$ cat src/rtl/scs_pkg.sv
/*
 * Shared constants for the scaler control/status register block:
 * register addresses, field positions, reset values and bus address.
 * Assumes an I2C-bus host reaches the registers by byte subaddress.
 */
package scs_pkg;
    localparam logic [7:0] SCS_ADDR_CTRL   = 8'h88;
    localparam logic [7:0] SCS_ADDR_STATUS = 8'h8f;
    localparam logic [7:0] SCS_ADDR_SET_A  = 8'h90;
    localparam logic [7:0] SCS_ADDR_SET_B  = 8'hc0;

    localparam logic [7:0] SCS_CTRL_RESET  = 8'h00;
    localparam logic [7:0] SCS_CTRL_WMASK  = 8'hfb;
    localparam logic [7:0] SCS_TASK_RESET  = 8'h00;
    localparam logic [7:0] SCS_TASK_WMASK  = 8'hf8;

    // Control register fields
    localparam int SCS_SEL_LSB     = 6;
    localparam int SCS_SCALER_SOFT_RESET_N_BIT   = 5;
    localparam int SCS_MARK_BIT    = 4;
    localparam int SCS_AUD_SLP_BIT = 3;
    localparam int SCS_SCL_SLP_BIT = 1;
    localparam int SCS_DEC_SLP_BIT = 0;

    // Status byte fields
    localparam int SCS_ST_EXPANSION_TRISTATE_PIN = 7;
    localparam int SCS_ST_IMAGE_TRISTATE_PIN = 6;
    localparam int SCS_ST_FIFO_ALMOST_FILLED = 5;
    localparam int SCS_ST_FIFO_OVERFLOW = 4;
    localparam int SCS_ST_MARK = 3;
    localparam int SCS_ST_ERR  = 2;
    localparam int SCS_ST_FIDI = 1;
    localparam int SCS_ST_FIDO = 0;

    // Task handling fields
    localparam int SCS_MSBINV_BIT = 7;
    localparam int SCS_OFID_BIT   = 6;
    localparam int SCS_SKIP_LSB   = 3;

    // Arbitrary bus device address
    localparam logic [6:0] SCS_I2C_DEV_ADDR = 7'h21;
    localparam int SCS_ADC_W = 9;
endpackage

$ cat src/rtl/scs_reg_if.sv
/*
 * Byte register access channel between the serial slave and the bank.
 * Assumes both ends run on the same clock; we is a one-cycle pulse.
 */
`timescale 1ns/1ps
interface scs_reg_if;
    logic [7:0] addr;
    logic [7:0] wdata;
    logic [7:0] rdata;
    logic       we;
    modport bus  (output addr, output wdata, output we, input rdata);
    modport regs (input addr, input wdata, input we, output rdata);
endinterface

$ cat src/rtl/scs_i2c_slave.sv
/*
 * I2C-bus slave: device address, subaddress with auto-increment,
 * byte writes and reads over scs_reg_if.
 * Assumes SCL well below core_clk/8; pins are asynchronous.
 */
`timescale 1ns/1ps
module scs_i2c_slave #(
    parameter logic [6:0] DEV_ADDR = scs_pkg::SCS_I2C_DEV_ADDR
) (
    input  wire logic core_clk,
    input  wire logic reset,
    input  wire logic sclPin,
    input  wire logic sdaIn,
    output logic      sdaOut,
    output logic      sdaOe,
    scs_reg_if.bus    regIf
);
    typedef enum logic [6:0] {
        S_IDLE = 7'h01, S_DEV = 7'h02, S_DACK = 7'h04, S_WR = 7'h08,
        S_WACK = 7'h10, S_RD = 7'h20, S_RACK = 7'h40
    } scs_i2c_st_type;

    typedef struct packed {
        scs_i2c_st_type st;
        logic [2:0]     scl;
        logic [2:0]     sda;
        logic [7:0]     sh;
        logic [2:0]     cnt;
        logic           full;
        logic           rw;
        logic           haveSub;
        logic           acked;
        logic [7:0]     sub;
        logic           we;
        logic           oe;
    } scs_i2c_type;

    scs_i2c_type q, d;
    logic rise, fall, start, stop, sdaH;

    always_comb begin
        // Index 0 is the first sync stage, read only by index 1
        sdaH  = q.sda[1];
        rise  = q.scl[1] & ~q.scl[2];
        fall  = ~q.scl[1] & q.scl[2];
        start = q.scl[1] & q.scl[2] & q.sda[2] & ~q.sda[1];
        stop  = q.scl[1] & q.scl[2] & ~q.sda[2] & q.sda[1];
        d = q;
        d.we  = 1'b0;
        d.scl = {q.scl[1:0], sclPin};
        d.sda = {q.sda[1:0], sdaIn};
        if (rise && (q.st == S_DEV || q.st == S_WR)) begin
            d.sh  = {q.sh[6:0], sdaH};
            d.cnt = q.cnt + 3'h1;
            d.full = (q.cnt == 3'h7);
        end
        if (start) begin
            d.st = S_DEV;
            d.cnt = 3'h0;
            d.full = 1'b0;
            d.oe = 1'b0;
        end else if (stop) begin
            d.st = S_IDLE;
            d.oe = 1'b0;
        end else begin
            unique case (q.st)
                S_IDLE: ;
                S_DEV: if (fall && q.full) begin
                    d.full = 1'b0;
                    d.rw = q.sh[0];
                    d.haveSub = 1'b0;
                    d.oe = (q.sh[7:1] == DEV_ADDR);
                    d.st = (q.sh[7:1] == DEV_ADDR) ? S_DACK : S_IDLE;
                end
                S_DACK: if (fall) begin
                    d.cnt = 3'h0;
                    if (q.rw) begin
                        d.st = S_RD;
                        d.sh = regIf.rdata;
                        d.oe = ~regIf.rdata[7];
                    end else begin
                        d.st = S_WR;
                        d.oe = 1'b0;
                    end
                end
                S_WR: if (fall && q.full) begin
                    d.full = 1'b0;
                    d.oe = 1'b1;
                    d.st = S_WACK;
                    if (!q.haveSub) begin
                        d.sub = q.sh;
                        d.haveSub = 1'b1;
                    end else begin
                        d.we = 1'b1;
                    end
                end
                S_WACK: if (fall) begin
                    d.oe = 1'b0;
                    d.st = S_WR;
                    d.cnt = 3'h0;
                    if (q.haveSub && !q.acked) d.sub = q.sub + 8'h01;
                    d.acked = 1'b0;
                end
                S_RD: if (fall) begin
                    if (q.cnt == 3'h7) begin
                        d.oe = 1'b0;
                        d.st = S_RACK;
                        d.sub = q.sub + 8'h01;
                    end else begin
                        d.sh = {q.sh[6:0], 1'b0};
                        d.oe = ~q.sh[6];
                        d.cnt = q.cnt + 3'h1;
                    end
                end
                S_RACK: begin
                    if (rise) d.acked = ~sdaH;
                    if (fall) begin
                        d.acked = 1'b0;
                        d.cnt = 3'h0;
                        d.st = q.acked ? S_RD : S_IDLE;
                        d.sh = regIf.rdata;
                        d.oe = q.acked & ~regIf.rdata[7];
                    end
                end
            endcase
        end
        // First data byte only sets the subaddress, so it is not incremented
        if (q.st == S_WR && fall && q.full && !q.haveSub) d.acked = 1'b1;
    end

    always_ff @(posedge core_clk or posedge reset) begin
        if (reset) begin
            q <= '{st: S_IDLE, scl: 3'h7, sda: 3'h7, sub: 8'h00, sh: 8'h00,
                   default: 1'b0};
        end else begin
            q <= d;
        end
    end

    assign regIf.addr  = q.sub;
    assign regIf.wdata = q.sh;
    assign regIf.we    = q.we;
    assign sdaOe       = q.oe;
    assign sdaOut      = 1'b0;
endmodule // scs_i2c_slave

$ cat src/rtl/scs_task_unit.sv
/*
 * Task flag, field skipping and output field identifier of the scaler.
 * Assumes taskStart and fieldTick are one-cycle pulses on core_clk.
 */
`timescale 1ns/1ps
module scs_task_unit (
    input  wire logic       core_clk,
    input  wire logic       reset,
    input  wire logic       outFieldIdSource,
    input  wire logic       savEavMsbInvert,
    input  wire logic [2:0] fieldSkipCount,
    input  wire logic       taskStart,
    input  wire logic       fieldTick,
    input  wire logic       inFieldId,
    output logic            outFieldId,
    output logic            taskFlag,
    output logic            refMsb,
    output logic            taskGo
);
    typedef struct packed {
        logic [2:0] skip;
        logic       waiting;
        logic       toggle;
        logic       go;
        logic       fid;
        logic       flag;
        logic       msb;
    } scs_task_type;

    scs_task_type q, d;

    always_comb begin
        d = q;
        d.go = 1'b0;
        if (taskStart) begin
            d.waiting = (fieldSkipCount != 3'h0);
            d.go = (fieldSkipCount == 3'h0);
            d.skip = fieldSkipCount;
        end else if (q.waiting && fieldTick) begin
            d.skip = q.skip - 3'h1;
            d.waiting = (q.skip != 3'h1);
            d.go = (q.skip == 3'h1);
        end
        if (d.go) d.toggle = ~q.toggle;
        d.flag = ~(d.toggle ^ savEavMsbInvert);
        d.msb = ~savEavMsbInvert;
        d.fid = outFieldIdSource ? d.flag : inFieldId;
    end

    always_ff @(posedge core_clk or posedge reset) begin
        if (reset) begin
            q <= '{skip: 3'h0, flag: 1'b1, msb: 1'b1, default: 1'b0};
        end else begin
            q <= d;
        end
    end

    assign outFieldId = q.fid;
    assign taskFlag   = q.flag;
    assign refMsb     = q.msb;
    assign taskGo     = q.go;
endmodule // scs_task_unit

$ cat src/rtl/scs_ctrl_regs.sv
/*
 * Scaler control and status register bank behind an I2C-bus slave:
 * ADC bypass selection, soft reset, power-down controls, live status
 * byte and the two task handling register sets.
 * Assumes status flags and ADC samples come from logic on core_clk;
 * the two tristate pins are asynchronous.
 */
// Notes on behaviour
// - Programmed marker clears to zero on reset.
// - Marker mirrored to status D3 for checks.
// - Soft reset zero holds scaler idle.
// - Two-bit select routes ADC1..4 to bypass.
// - Decoder sleep; scaler runs only on expansion.
// - Scaler sleep powers down, stops image port.
// - Audio sleep disables audio clock outputs.
// - Status byte read-only, live, never latched.
// - D7/D6 report the two tristate pins.
// - D5 almost-filled, D4 overflow FIFO flags.
// - D2 shows output formatter rate error.
// - D1 input field, D0 output field.
// - Output field from input or task flag.
// - Invert bit sets reference msb and flag.
// - Skip zero to seven fields before task.
// - Task bits exist in sets A and B.
`timescale 1ns/1ps
module scs_ctrl_regs #(
    parameter int         ADC_W    = scs_pkg::SCS_ADC_W,
    parameter logic [6:0] DEV_ADDR = scs_pkg::SCS_I2C_DEV_ADDR
) (
    input  wire logic                  core_clk,
    input  wire logic                  reset,
    input  wire logic                  sclPin,
    input  wire logic                  sdaIn,
    output logic                       sdaOut,
    output logic                       sdaOe,
    input  wire logic [3:0][ADC_W-1:0] adcSample,
    input  wire logic                  expansionTristatePin,
    input  wire logic                  imageTristatePin,
    input  wire logic                  fifoAlmostFilled,
    input  wire logic                  fifoOverflow,
    input  wire logic                  outputFormatterError,
    input  wire logic                  scalerInputFieldId,
    input  wire logic                  scalerSrcExpansion,
    input  wire logic                  imagePortClockExpansion,
    input  wire logic                  taskSetB,
    input  wire logic                  taskStart,
    input  wire logic                  fieldTick,
    output logic [ADC_W-1:0]           adcBypassPort,
    output logic                       scalerIdle,
    output logic                       decoderPowerDown,
    output logic                       scalerPowerDown,
    output logic                       scalerRun,
    output logic                       imagePortEnable,
    output logic                       audioClockPowerDown,
    output logic                       audioClockEnable,
    output logic                       scalerOutputFieldId,
    output logic                       taskFlag,
    output logic                       timingRefMsb,
    output logic                       taskGo
);
    typedef struct packed {
        logic [7:0]       ctl;
        logic [7:0]       setA;
        logic [7:0]       setB;
        logic [1:0]       expansion_tristate_pin;
        logic [1:0]       image_tristate_pin;
        logic [ADC_W-1:0] bypass;
        logic             idle;
        logic             decPd;
        logic             sclPd;
        logic             run;
        logic             ipEn;
        logic             audPd;
        logic             audEn;
    } scs_main_type;

    scs_main_type q, d;
    scs_reg_if    regIf ();
    logic [7:0]   statusWord;
    logic [7:0]   taskCfg;

    function automatic logic isAt(input logic [7:0] a, input logic [7:0] r);
        return a == r;
    endfunction

    scs_i2c_slave #(
        .DEV_ADDR (DEV_ADDR)
    ) u_i2c (
        .core_clk (core_clk),
        .reset    (reset),
        .sclPin   (sclPin),
        .sdaIn    (sdaIn),
        .sdaOut   (sdaOut),
        .sdaOe    (sdaOe),
        .regIf    (regIf.bus)
    );

    // Active task register set picks the task unit configuration
    assign taskCfg = taskSetB ? q.setB : q.setA;

    scs_task_unit u_task (
        .core_clk         (core_clk),
        .reset            (reset),
        .outFieldIdSource (taskCfg[scs_pkg::SCS_OFID_BIT]),
        .savEavMsbInvert  (taskCfg[scs_pkg::SCS_MSBINV_BIT]),
        .fieldSkipCount   (taskCfg[scs_pkg::SCS_SKIP_LSB +: 3]),
        .taskStart        (taskStart),
        .fieldTick        (fieldTick),
        .inFieldId        (scalerInputFieldId),
        .outFieldId       (scalerOutputFieldId),
        .taskFlag         (taskFlag),
        .refMsb           (timingRefMsb),
        .taskGo           (taskGo)
    );

    // Status is assembled combinationally so a read sees the flags live
    always_comb begin
        statusWord = 8'h00;
        statusWord[scs_pkg::SCS_ST_EXPANSION_TRISTATE_PIN] = q.expansion_tristate_pin[1];
        statusWord[scs_pkg::SCS_ST_IMAGE_TRISTATE_PIN] = q.image_tristate_pin[1];
        statusWord[scs_pkg::SCS_ST_FIFO_ALMOST_FILLED] = fifoAlmostFilled;
        statusWord[scs_pkg::SCS_ST_FIFO_OVERFLOW] = fifoOverflow;
        statusWord[scs_pkg::SCS_ST_MARK] = q.ctl[scs_pkg::SCS_MARK_BIT];
        statusWord[scs_pkg::SCS_ST_ERR]  = outputFormatterError;
        statusWord[scs_pkg::SCS_ST_FIDI] = scalerInputFieldId;
        statusWord[scs_pkg::SCS_ST_FIDO] = scalerOutputFieldId;
    end

    always_comb begin
        if (isAt(regIf.addr, scs_pkg::SCS_ADDR_CTRL)) begin
            regIf.rdata = q.ctl;
        end else if (isAt(regIf.addr, scs_pkg::SCS_ADDR_STATUS)) begin
            regIf.rdata = statusWord;
        end else if (isAt(regIf.addr, scs_pkg::SCS_ADDR_SET_A)) begin
            regIf.rdata = q.setA;
        end else if (isAt(regIf.addr, scs_pkg::SCS_ADDR_SET_B)) begin
            regIf.rdata = q.setB;
        end else begin
            regIf.rdata = 8'h00;
        end
    end

    always_comb begin
        d = q;
        // Index 0 is the first sync stage, read only by index 1
        d.expansion_tristate_pin = {q.expansion_tristate_pin[0], expansionTristatePin};
        d.image_tristate_pin = {q.image_tristate_pin[0], imageTristatePin};
        if (regIf.we) begin
            // Status address takes no write
            if (isAt(regIf.addr, scs_pkg::SCS_ADDR_CTRL))
                d.ctl = regIf.wdata & scs_pkg::SCS_CTRL_WMASK;
            if (isAt(regIf.addr, scs_pkg::SCS_ADDR_SET_A))
                d.setA = regIf.wdata & scs_pkg::SCS_TASK_WMASK;
            if (isAt(regIf.addr, scs_pkg::SCS_ADDR_SET_B))
                d.setB = regIf.wdata & scs_pkg::SCS_TASK_WMASK;
        end
        d.bypass = adcSample[q.ctl[scs_pkg::SCS_SEL_LSB +: 2]];
        d.idle   = ~q.ctl[scs_pkg::SCS_SCALER_SOFT_RESET_N_BIT];
        d.decPd  = q.ctl[scs_pkg::SCS_DEC_SLP_BIT];
        d.sclPd  = q.ctl[scs_pkg::SCS_SCL_SLP_BIT];
        d.ipEn   = ~q.ctl[scs_pkg::SCS_SCL_SLP_BIT];
        // Decoder asleep leaves only an expansion-fed scaler alive
        d.run    = q.ctl[scs_pkg::SCS_SCALER_SOFT_RESET_N_BIT] & ~q.ctl[scs_pkg::SCS_SCL_SLP_BIT]
                   & (~q.ctl[scs_pkg::SCS_DEC_SLP_BIT]
                      | (scalerSrcExpansion & imagePortClockExpansion));
        d.audPd  = q.ctl[scs_pkg::SCS_AUD_SLP_BIT];
        d.audEn  = ~q.ctl[scs_pkg::SCS_AUD_SLP_BIT];
    end

    always_ff @(posedge core_clk or posedge reset) begin
        if (reset) begin
            q <= '{ctl: scs_pkg::SCS_CTRL_RESET,
                   setA: scs_pkg::SCS_TASK_RESET,
                   setB: scs_pkg::SCS_TASK_RESET,
                   expansion_tristate_pin: 2'h0, image_tristate_pin: 2'h0, bypass: '0,
                   idle: 1'b1, decPd: 1'b0, sclPd: 1'b0, run: 1'b0,
                   ipEn: 1'b1, audPd: 1'b0, audEn: 1'b1};
        end else begin
            q <= d;
        end
    end

    assign adcBypassPort       = q.bypass;
    assign scalerIdle          = q.idle;
    assign decoderPowerDown    = q.decPd;
    assign scalerPowerDown     = q.sclPd;
    assign scalerRun           = q.run;
    assign imagePortEnable     = q.ipEn;
    assign audioClockPowerDown = q.audPd;
    assign audioClockEnable    = q.audEn;

    logic ctlWr;
    assign ctlWr = regIf.we && isAt(regIf.addr, scs_pkg::SCS_ADDR_CTRL);
endmodule // scs_ctrl_regs

$ cat config.mk
export PLATFORM = sky130hd
export DESIGN_NAME = scs_ctrl_regs
export DESIGN_NICKNAME = d
export VERILOG_FILES = /design/src/rtl/scs_pkg.sv /design/src/rtl/scs_reg_if.sv /design/src/rtl/scs_i2c_slave.sv /design/src/rtl/scs_task_unit.sv /design/src/rtl/scs_ctrl_regs.sv
export SDC_FILE = /design/constraint.sdc
export NUM_CORES = 1
export LEC_CHECK = 0
export ABC_AREA = 1
export BUFFER_PORTS_ARGS = -buffer_cell sky130_fd_sc_hd__buf_2
export CAP_MARGIN = 30
export CORE_MARGIN = 5
export CORE_UTILIZATION = 52
export DETAILED_ROUTE_END_ITERATION = 16
export PLACE_DENSITY = 0.77
export SLEW_MARGIN = 20
export SYNTH_ARGS = -nofsm -noshare
export SYNTH_HDL_FRONTEND = slang
export SYNTH_HIERARCHICAL = 1
export SYNTH_SLANG_ARGS = --single-unit
$ cat constraint.sdc
create_clock -name core_clk -period 1.8 [get_ports core_clk]
set_clock_uncertainty 0.2 [all_clocks]
set_input_delay 0.09 -clock core_clk [delete_from_list [all_inputs] [get_ports core_clk]]
set_output_delay 0.09 -clock core_clk [all_outputs]
set_load 0.01 [all_outputs]
== Word-level counts from Yosys, hierarchy flattened ==
Cells that the tools add are included.
Storage, ports and cells
  flip-flop bits (word level): 84
  bits of input ports: 51
  output and inout bits: 22
  word-level logic and storage cells: 190
Operators by class
  add/subtract/negate cells: 3
  $lt $le $gt $ge: 1
  eq/ne operators: 32
  mux-type cells: 68
  bitwise logic cells: 28
  reduce and logical (&&, ||, !) cells: 26
Operator list (count)
  8-bit two-way mux: 11
  7-bit two-way mux: 9
  8-bit case mux with 3 select lines: 2
  11-bit two-way mux: 4
  7-bit case mux with 6 select lines: 1
  8-bit equality test, second input constant: 4
  24-bit two-way mux: 1
  4-bit by 1-bit inequality test with 1-bit output, second input constant: 6
  1-bit two-way mux: 21
  10-bit two-way mux: 2
  9-bit binary-select mux with 2-bit select: 1
  9-bit two-way mux: 2
  1-bit NOT: 15
  7-bit by 6-bit equality test with 1-bit output, second input constant: 2
  12-bit two-way mux: 1
  4-bit two-way mux: 3
  6-bit two-way mux: 2
  3-bit case mux with 4 select lines: 1
  1-bit AND: 11
  2-bit inequality test, second input constant: 5
  5-bit AND reduction: 2
  3-bit two-way mux: 3
  9-bit AND reduction: 1
  3-bit nonzero test: 3
  other kinds (28): 45

== Depth between registers and ports, before layout ==
Gate-level depths: netlist of the first run.
  depth after elaboration: 11
  depth in mapped cells: 12
  depth with buffers taken out: 11

== By module ==
Netlist of the first run, hierarchy kept.
Modules (own cells, without submodules)
  scs_i2c_slave: times used 1, cells each 362, area an instance 2622.5 um^2, sequential area each 959.7 um^2
  scs_ctrl_regs: times used 1, cells each 209, area an instance 1871.8 um^2, sequential area each 929.6 um^2
  scs_task_unit: times used 1, cells each 53, area an instance 469.2 um^2, sequential area each 227.7 um^2

== Worst setup path before layout of the first run ==
OpenSTA, ideal clock, no wires.
  kind: reg-to-reg
  start point: reg u_i2c/q[30] (netlist name)
  end point: reg u_i2c.q, in the netlist u_i2c/regIf.addr[3]
  setup time: 0.117 ns
  data arrival time: 1.514 ns
  data required time: 1.483 ns
  setup slack: -0.031 ns
  cell stages (with the launch flop): 9
  path buffers: 0
  period minus slack after synthesis: 1.831 ns
  path through: dfstp_2 > ha_1 > inv_1 > nand2_1 > nand3_1 > nor2_4 > nand2_4 > nand2_1 > nand2_1
Between the ends
  word-level cells in the longest chain between the ends: 5
  elaborated cells between the ends (all ways): 13
  classes of those cells: eq/ne (3); bitwise (8); reduce/logical (2)
Ends and longest elaborated chain
  start: declaration: RTL line scs_i2c_slave.sv:38  | scs_i2c_type q, d;
  start signal: assignment: RTL line scs_i2c_slave.sv:133  | q <= '{st: S_IDLE, scl: 3'h7, sda: 3'h7, sub: 8'h00, sh: 8'h00,
  1-bit AND: RTL line scs_i2c_slave.sv:46, scs_i2c_slave.sv:47
  1-bit AND (on tied branches) (2 in series): RTL line scs_i2c_slave.sv:46, scs_i2c_slave.sv:47
  1-bit NOT (no source line)
  9-bit AND reduction (no source line) *
Mark *: on every way between the ends. The rest lies on a longest branch, timed or not.
A chain may end at the register's enable or synchronous reset.

== Worst setup path after layout of the first run ==
  start point: reg u_i2c/q[32] (netlist name)
  end point: reg u_i2c.q, in the netlist u_i2c/regIf.addr[2]
Between the ends
  word-level cells in the longest chain between the ends: 3
  elaborated cells between the ends (all ways): 12
  classes of those cells: eq/ne (9); mux (1); reduce/logical (2)
Ends and longest elaborated chain
  7-bit by 4-bit equality test with 1-bit output, or another cell as far along: RTL line scs_i2c_slave.sv:66  | unique case (q.st)
  2-bit inequality test (no source line), or another cell as far along
  9-bit AND reduction (no source line)
Several ways; a longest one is shown, not always the timed one.

==> impl_metrics.tcl, run 1 <==
set metrics [dict create \
    critPathMostFrequentCell "nor2_4" \
    clock-sinks 84 \
    rsz0062_at_grt "yes" \
    cts_root_buf "clkbuf_8" \
    die_h_um 107.6 \
    p_clk_share_pct 26.2 \
    p_switching_mw 1.687 \
    finalSetupViolations 23 \
    rows 35 \
    dr.pass1.iters 7 \
    dp.cells 833 \
    max_clock_freq_ghz 0.5317 \
    drcViolationCount 0 \
    final_nets 845 \
    nFillCells 675 \
    status "finished with violations" \
    worstPathArrival_ns 1.99 \
    setup_ws_ns -0.08085 \
    internal_power_mw 3.166 \
    sequentialPowerShare_pct 47.1 \
    crit_type "reg -> reg" \
    dpl.hpwl_mm 9.365 \
    track_usage_pct 26.26 \
    clk_pin_slew_ns 0.10 \
    ir_worst_vdd_uv 419.1 \
    grt_max_degree 39 \
    p_leak_nw 3.172 \
    cp_num_buf_inv 2 \
    first_iter_violations 458 \
    startpoint_type "register" \
    crit_path_top_delay_cell "dfrtp_2" \
    routed_via_density 5.433 \
    grt_pass1_wl_mm 23.92 \
    antenna_cells 0 \
    initial_core_util_pct 53.38 \
    holdCritPathClass "in -> async" \
    detail_route.wl_per_cell_um 16.34 \
    antenna_left 0 \
    cts.path.max_buffers 2 \
    fin_crit_sh_pct 104.5 \
    worstSetupEndpointType "register" \
    period_needed_ns 1.881 \
    cts_made_buffers 9 \
    globalplace.congestion 0.9734 \
    dp_slack_ns -0.1223 \
    crit_chain "nor2_4, nand2_4, nor2_4, buf_12, nor2_4, buf_6, o22ai_2, nand3_1, nand2_1" \
    violations "negative setup slack" \
    clock_latency_ns 0.37 \
    fin_tns_setup_ns -0.8250 \
    synth_nets 682 \
    critPathMaxStageDelay_ns 0.45 \
    cp_max_fo 6 \
    syn_area_per_cell_um2 7.955 \
    critPathRequiredTime_ns 1.91 \
    drt_wl_total_mm 15.03 \
    grt_pass1_vias 4990 \
    pwr-share-comb_pct 26.7 \
    syn_area_mm2 0.004956 \
    die-area_mm2 0.01158 \
    antenna_found_initial 0 \
    cts_tree "yes" \
    cap_viol_max_count 0 \
    ios 73 \
    post-route-util_pct 72.70 \
    htreeDepth 3 \
    overflow 0 \
    final_cells 920 \
    switching_share_pct 34.76 \
    finalHoldViolations 0 \
    die_w_um 107.6 \
    via_count 4998 \
    yosysWarningCount 6 \
    power_density_mw_per_mm2 719.1 \
    syn_inst 623 \
    drive_above_1_share_pct 36.92 \
    coreArea_mm2 0.009284 \
    critical-path-top-delay-family "simple AND/OR/NAND/NOR gates" \
    portBuffers 71 \
    areaGrowthSynthToFinish_pct 36.18 \
    slew_viol_final 0 \
]
## tightest hold or removal path, cell delays in order
cell           delay, ns
dlygate4sd3_1       0.53
buf_2               0.13
inv_1               0.29
## per-layer routing
metal | global-route usage, % | wire [µm]
met1 | 30.38 | 5631
met2 | 46.00 | 7767
met3 | 5.459 | 970
met4 | 12.71 | 660
met5 | 0 | 0
## registers in the layout, indices dropped and copies added (netlist names), 4 cells and up
name,flops
u_i2c/regIf.addr,8
q,16
u_i2c/q,16
u_task/q,5
u_i2c/d,4
u_i2c/regIf.wdata,8
d,5
adcBypassPort,9
## cell type report
type / count / area (µm²) / area share (%)
multi-input combinational: 436 / 2639 / 39.10
sequential: 84 / 2121 / 31.42
timing repair buffer: 185 / 1375 / 20.37
inverter: 70 / 270.3 / 4.004
tap: 129 / 161.4 / 2.392
clock buffer: 10 / 137.6 / 2.039
clock inverter: 6 / 45.04 / 0.6674
## cell usage in the layout, fill, tap and decap left out, types with 6 or more instances in the layout
cell and instances:
dfrtp_1 69, nor2_2 7, clkbuf_8 10, dlygate4sd3_1 48, nand2_4 11, nand2_2 30
nor2_4 16, o21ai_0 51, a21oi_1 9, nor2_1 38, nand4_1 7, nand3_4 8
inv_1 62, inv_2 6, buf_2 71, buf_4 59, nand3_1 52, dfstp_2 12
nand3_2 8, o22ai_1 9, nand2_1 132, o21ai_2 13
## power by group through the flow
stage / Clock [mW] / Combinational [mW] / Sequential (mW)
3_3_place_gp: 0 / 0.968 / 2.29
5_1_grt: 1.40 / 1.44 / 2.30
4_1_cts: 1.30 / 1.17 / 2.27
2_1_floorplan: 0 / 0.773 / 2.25
3_5_place_dp: 0 / 1.01 / 2.29
6_report: 1.27 / 1.30 / 2.28
## final timing paths
path	startpoint	end	slack [ns]	cells after the start
min in group core_clk	fifoOverflow	u_i2c/regIf.wdata[4]	0.04	7
max in group asynchronous	reset	u_i2c/q[32]	0.83	4
hold reg to reg	d[17]	q[17]	0.16	0
setup reg to reg	u_i2c/q[32]	u_i2c/regIf.addr[2]	-0.08	9
setup / recovery	u_i2c/q[32]	u_i2c/regIf.addr[2]	-0.08	9
hold / removal	reset	u_task/q[8]	0.04	3
## repair_timing
item / in CTS / in global routing
setup endpoints to repair: 27 / 31
pin swaps: 23 / 21
gates cloned: 2 / 0
resized for setup: 48 / 42
hold buffers: 48 / 0
setup buffers: 13 / 8
endpoints found under the hold margin: 101 / 0
## per-stage QoR
step | cell area, µm² | power [mW] | hold WS, ns
after global routing | 6749 | 5.141 | 0.04943
final | 6749 | 4.853 | 0.03696
after detailed placement | 5570 | 3.304 | -0.1034
after CTS | 6548 | 4.738 | 0.01758
after floorplan | 4961 | 3.019 | -0.2835
after global placement | 5570 | 3.257 | -0.1188
(Power assumes the default switching activity.)
==> run 2, diff against run 1 <==
- BUFFER_PORTS_ARGS: -buffer_cell sky130_fd_sc_hd__buf_2 -> not set
- CORE_UTILIZATION: 52 -> 55
- DONT_BUFFER_PORTS: not set -> 1
- PLACE_DENSITY: 0.77 -> 0.7
- clock period: 1.8 -> 2.4 ns (I/O delays scaled with it)
==> run 2 against run 1 <==
Net effect: the flow now finishes without violations; cell area fell by 20%; utilization fell by 11 points; combinational power fell by 50%; non-clock buffer count fell by 144; die area fell by 5.0%; wire length fell by 23%; first-iteration DRC count fell by 46%; count of clock-buffer cells in the layout fell by 1; setup slack improved by 0.25 ns; sequential power fell by 25%; critical path depth fell by 3.
==> impl_metrics.tcl, run 2 (synthesis gave the netlist of run 1 again) <==
set metrics [dict create \
    internal_power_mw 2.191 \
    globalplace.congestion 0.9141 \
    die_w_um 104.9 \
    cts_made_buffers 9 \
    fin_tns_setup_ns 0 \
    rows 34 \
    status "complete, no violations" \
    worstPathArrival_ns 2.34 \
    crit_start "q[26]" \
    final_cells 753 \
    finalSetupViolations 0 \
    period_needed_ns 2.233 \
    antenna_cells 0 \
    rsz0062_at_grt "no" \
    max_slew_margin_pct 61.67 \
    switching_share_pct 33.87 \
    detail_route.wl_per_cell_um 15.31 \
    cap_viol_max_count 0 \
    htreeDepth 3 \
    critPathRequiredTime_ns 2.51 \
    clock-sinks 84 \
    coreArea_mm2 0.008763 \
    sequentialPowerShare_pct 51.6 \
    grt_max_degree 39 \
    dpl.hpwl_mm 8.467 \
    antenna_found_initial 0 \
    ios 73 \
    initial_core_util_pct 56.55 \
    cts_tree "yes" \
    via_count 4087 \
    drive_above_1_share_pct 15.97 \
    clk_pin_slew_ns 0.10 \
    dr.pass1.iters 7 \
    startpoint_type "register" \
    layout_commonest_cell "nand2_1" \
    setup_ws_ns 0.1671 \
    placed_area_mm2 0.004871 \
    grt_pass1_wl_mm 19.35 \
    max_slew.worst_pin.slew_ns 0.5736 \
    die_h_um 104.9 \
    p_switching_mw 1.122 \
    max_clock_freq_ghz 0.4479 \
    worstSetupEndpointType "register" \
    ir_worst_vdd_uv 415.8 \
    cp_max_fo 3 \
    power_density_mw_per_mm2 611.0 \
    drt_wl_total_mm 11.53 \
    nFillCells 772 \
    dp_slack_ns 0.2926 \
    cts.path.max_buffers 2 \
    fin_crit_sh_pct 93.04 \
    min_from "fifoAlmostFilled" \
    cts_root_buf "clkbuf_8" \
    reg2reg_depth 6 \
    first_iter_violations 246 \
    drcViolationCount 0 \
    areaGrowthSynthToFinish_pct 9.392 \
    holdCritPathClass "in -> reg" \
    post-cts-setup-buffers 0 \
    overflow 0 \
    whs_path_depth 6 \
    reg2reg_from "q[26]" \
    crit_type "reg -> reg" \
    clock_latency_ns 0.36 \
    slew_viol_final 0 \
    die-area_mm2 0.01101 \
    finalHoldViolations 0 \
    mostFrequentLayoutCells "nand2_1, dfrtp_1, inv_1" \
    pwr-share-comb_pct 19.6 \
    track_usage_pct 21.35 \
    final_nets 699 \
    p_leak_nw 2.498 \
    postLayoutCellArea_mm2 0.005421 \
    routed_via_density 5.428 \
    p_clk_share_pct 28.7 \
    post-route-util_pct 61.86 \
    antenna_left 0 \
    grt_pass1_vias 4068 \
    portBuffers 0 \
    dp.cells 701 \
]
run 2: final cells by class:
class                   count  area, µm²  area share (%)
clock buffers               9      123.9           2.285
clock inverters             7      57.56           1.062
inverters                  70      262.8           4.847
multi-input cells         434       2318           42.76
flip-flops and latches     84       2118           39.07
well taps                 108      135.1           2.493
repair buffers             41      405.4           7.478
run 2: layer usage:
layer	up-vias	share of wire [%]	routed length, µm	GRT usage, %
met3	22	5.2	599	3.453
met5	-	0	0	0
li1	2033	-	-	-
met1	1904	43	5009	27.13
met4	0	2.2	248	7.580
met2	128	49	5670	36.78
run 2: what timing repair did:
item,CTS,global route
resized for setup,0,2
endpoints found under the hold margin,91,5
hold buffers,34,1
endpoints found under the setup margin,0,10
run 2: power groups by stage:
stage / Sequential (mW) / Clock [mW] / Combinational (mW)
2_1_floorplan: 1.68 / 0 / 0.580
3_3_place_gp: 1.73 / 0 / 0.580
3_5_place_dp: 1.74 / 0 / 0.599
4_1_cts: 1.71 / 0.980 / 0.647
5_1_grt: 1.73 / 1.05 / 0.769
6_report: 1.71 / 0.951 / 0.651
run 2: worst max-delay path, cell delays in order (launching register included):
cell,delay (ns)
dfrtp_1,0.41
mux2_2,0.30
inv_1,0.06
nand2_1,0.04
dlygate4sd3_1,0.55
nand2_1,0.07
dlygate4sd3_1,0.55
run 2: per-stage QoR:
step                      hold slack (ns)  power (mW)
after floorplan                   -0.2535       2.264
after global placement            -0.2151       2.314
after detailed placement          -0.2050       2.335
after CTS                        0.005312       3.338
after global routing              0.09152       3.554
final                             0.07042       3.313
run 2: final timing paths:
| path | end | slack, ns |
|---|---|---|
| max reg2reg | u_task/outFieldId | 0.17 |
| min | u_i2c/regIf.wdata[5] | 0.07 |
| min in group asynchronous | q[24] | 0.50 |
| max | u_task/outFieldId | 0.17 |
| min reg2reg | q[17] | 0.15 |
| max in group asynchronous | q[19] | 0.90 |
==> run 3, diff against run 2 <==
- REMOVE_ABC_BUFFERS: not set -> 1
==> run 3 against run 2 <==
Net effect: flip-flop and latch count unchanged; cell count did not move; register-to-register slack lost 0.09 ns; critical path depth shrank 1; largest cell class unchanged; wire length is 1.0% higher; critical path type unchanged; largest power group unchanged; utilization grew 0.11 points; clock power is 8% higher; cell area is 0.18% higher.
==> impl_metrics.tcl, run 3 (synthesis gave the netlist of run 1 again) <==
set metrics [dict create \
    nFillCells 767 \
    grt_max_degree 39 \
    final_nets 699 \
    track_usage_pct 21.49 \
    dp_slack_ns 0.2899 \
    grt_pass1_vias 3959 \
    startpoint_type "register" \
    finalHoldViolations 0 \
    clk_pin_slew_ns 0.10 \
    rows 34 \
    crit_path_top_delay_cell "dlygate4sd3_1" \
    rsz0062_at_grt "no" \
    post-route-util_pct 61.98 \
    max_slew.worst_pin.slew_ns 0.5586 \
    met1_length_mm 5.432 \
    postLayoutCellArea_mm2 0.005431 \
    power_density_mw_per_mm2 623.9 \
    clock_latency_ns 0.35 \
    layout_commonest_cell "nand2_1" \
    critPathMostFrequentCell "dlygate4sd3_1" \
    status "complete, no violations" \
    clock-sinks 84 \
    r2r_end "u_task/q[6]" \
    first_iter_violations 272 \
    htreeDepth 3 \
    critPathRequiredTime_ns 2.44 \
    initial_core_util_pct 56.55 \
    slew_viol_final 0 \
    antenna_found_initial 0 \
    cts_tree "yes" \
    overflow 0 \
    coreArea_mm2 0.008763 \
    fin_crit_sh_pct 96.68 \
    p_total_mw 3.389 \
    p_leak_nw 2.499 \
    routed-wl-met2_mm 5.429 \
    reg2reg_from "q[23]" \
    cts_made_buffers 9 \
    wl_met3_um 661 \
    crit_type "reg -> reg" \
    reg2reg_depth 5 \
    critPathMaxStageDelay_ns 0.58 \
    die_w_um 104.9 \
    drt_wl_total_mm 11.64 \
    setup_ws_ns 0.07963 \
    cp_max_fo 3 \
    grt_pass1_wl_mm 19.40 \
    die_h_um 104.9 \
    crit_chain "mux2_2, nand2_1, dlygate4sd3_1, o21ai_0, dlygate4sd3_1" \
    portBuffers 0 \
    dpl.hpwl_mm 8.421 \
    rrSetupSlack_ns 0.08 \
    holdCritPathClass "in -> async" \
    fin_tns_setup_ns 0 \
    mostFrequentLayoutCells "nand2_1, dfrtp_1, inv_1" \
    detail_route.wl_per_cell_um 15.46 \
    placed_area_mm2 0.004871 \
    top_layer "met4" \
    worstSetupEndpointType "register" \
    antenna_left 0 \
    drive_above_1_share_pct 15.81 \
    via_count 4129 \
    areaGrowthSynthToFinish_pct 9.594 \
    antenna_cells 0 \
    ir_worst_vdd_uv 417.4 \
    drcViolationCount 0 \
    globalplace.congestion 0.9026 \
    ios 73 \
    finalSetupViolations 0 \
    cts_root_buf "clkbuf_8" \
    routed_via_density 5.483 \
    period_needed_ns 2.320 \
    dr.pass1.iters 4 \
    cap_viol_max_count 0 \
    max_clock_freq_ghz 0.4310 \
    die-area_mm2 0.01101 \
    worstPathArrival_ns 2.36 \
    cts.path.max_buffers 2 \
    max_slew_margin_pct 62.67 \
]
[run 3: how the worst max path moves through the flow]
stage                                   to  slack [ns]  cells after the start        start
after floorplan                u_i2c/q[33]        0.55                      8  u_i2c/d[30]
after global placement         u_i2c/q[36]        0.37                      8  u_i2c/d[30]
final                          u_task/q[6]        0.08                      5        q[23]
after detailed placement       u_i2c/q[36]        0.29                      8  u_i2c/d[30]
after CTS                 adcBypassPort[0]        0.03                      4        q[42]
after global routing           u_task/q[6]        0.03                      5        q[23]
[run 3: layer usage]
layer  vias to the layer above  GRT usage, %
met5                         -             0
met4                         0         5.023
met3                        12         4.871
met2                       133         33.09
met1                      1955         31.05
li1                       2029             -
[run 3: timing repair]
| action | CTS | global route |
|---|---|---|
| gates resized for setup | 0 | 1 |
| hold endpoints to repair | 110 | 0 |
| hold buffers | 36 | 0 |
| endpoints found under the setup margin | 0 | 9 |
| buffers inserted | 0 | 0 |
[run 3: power by group]
group | internal (mW) | leakage [nW] | switching [mW]
logic | 0.227 | 1.32 | 0.424
clock network | 0.489 | 0.104 | 0.545
registers | 1.57 | 1.07 | 0.136
[run 3: area by class of cell]
class,count,area [µm²],area share (%)
inverters,70,262.8,4.838
clock buffers,9,123.9,2.281
well taps,108,135.1,2.488
multi-input cells,434,2318,42.69
flip-flops and latches,84,2118,39.00
clock inverters,7,75.07,1.382
repair buffers,41,397.9,7.326
[run 3: metrics by stage]
stage	cells	hold WS, ns
after floorplan	588	-0.2535
after global placement	701	-0.2150
after detailed placement	701	-0.2074
after CTS	753	0.003815
after global routing	753	0.01608
final	753	0.006902
[run 3: critical path, delay by kind of cell (launching register included)]
kind / cells / cell delay [ns]
compound gates: 1 / 0.08
simple gates: 1 / 0.07
flops: 1 / 0.42
mux: 1 / 0.31
buf+inv: 2 / 1.12
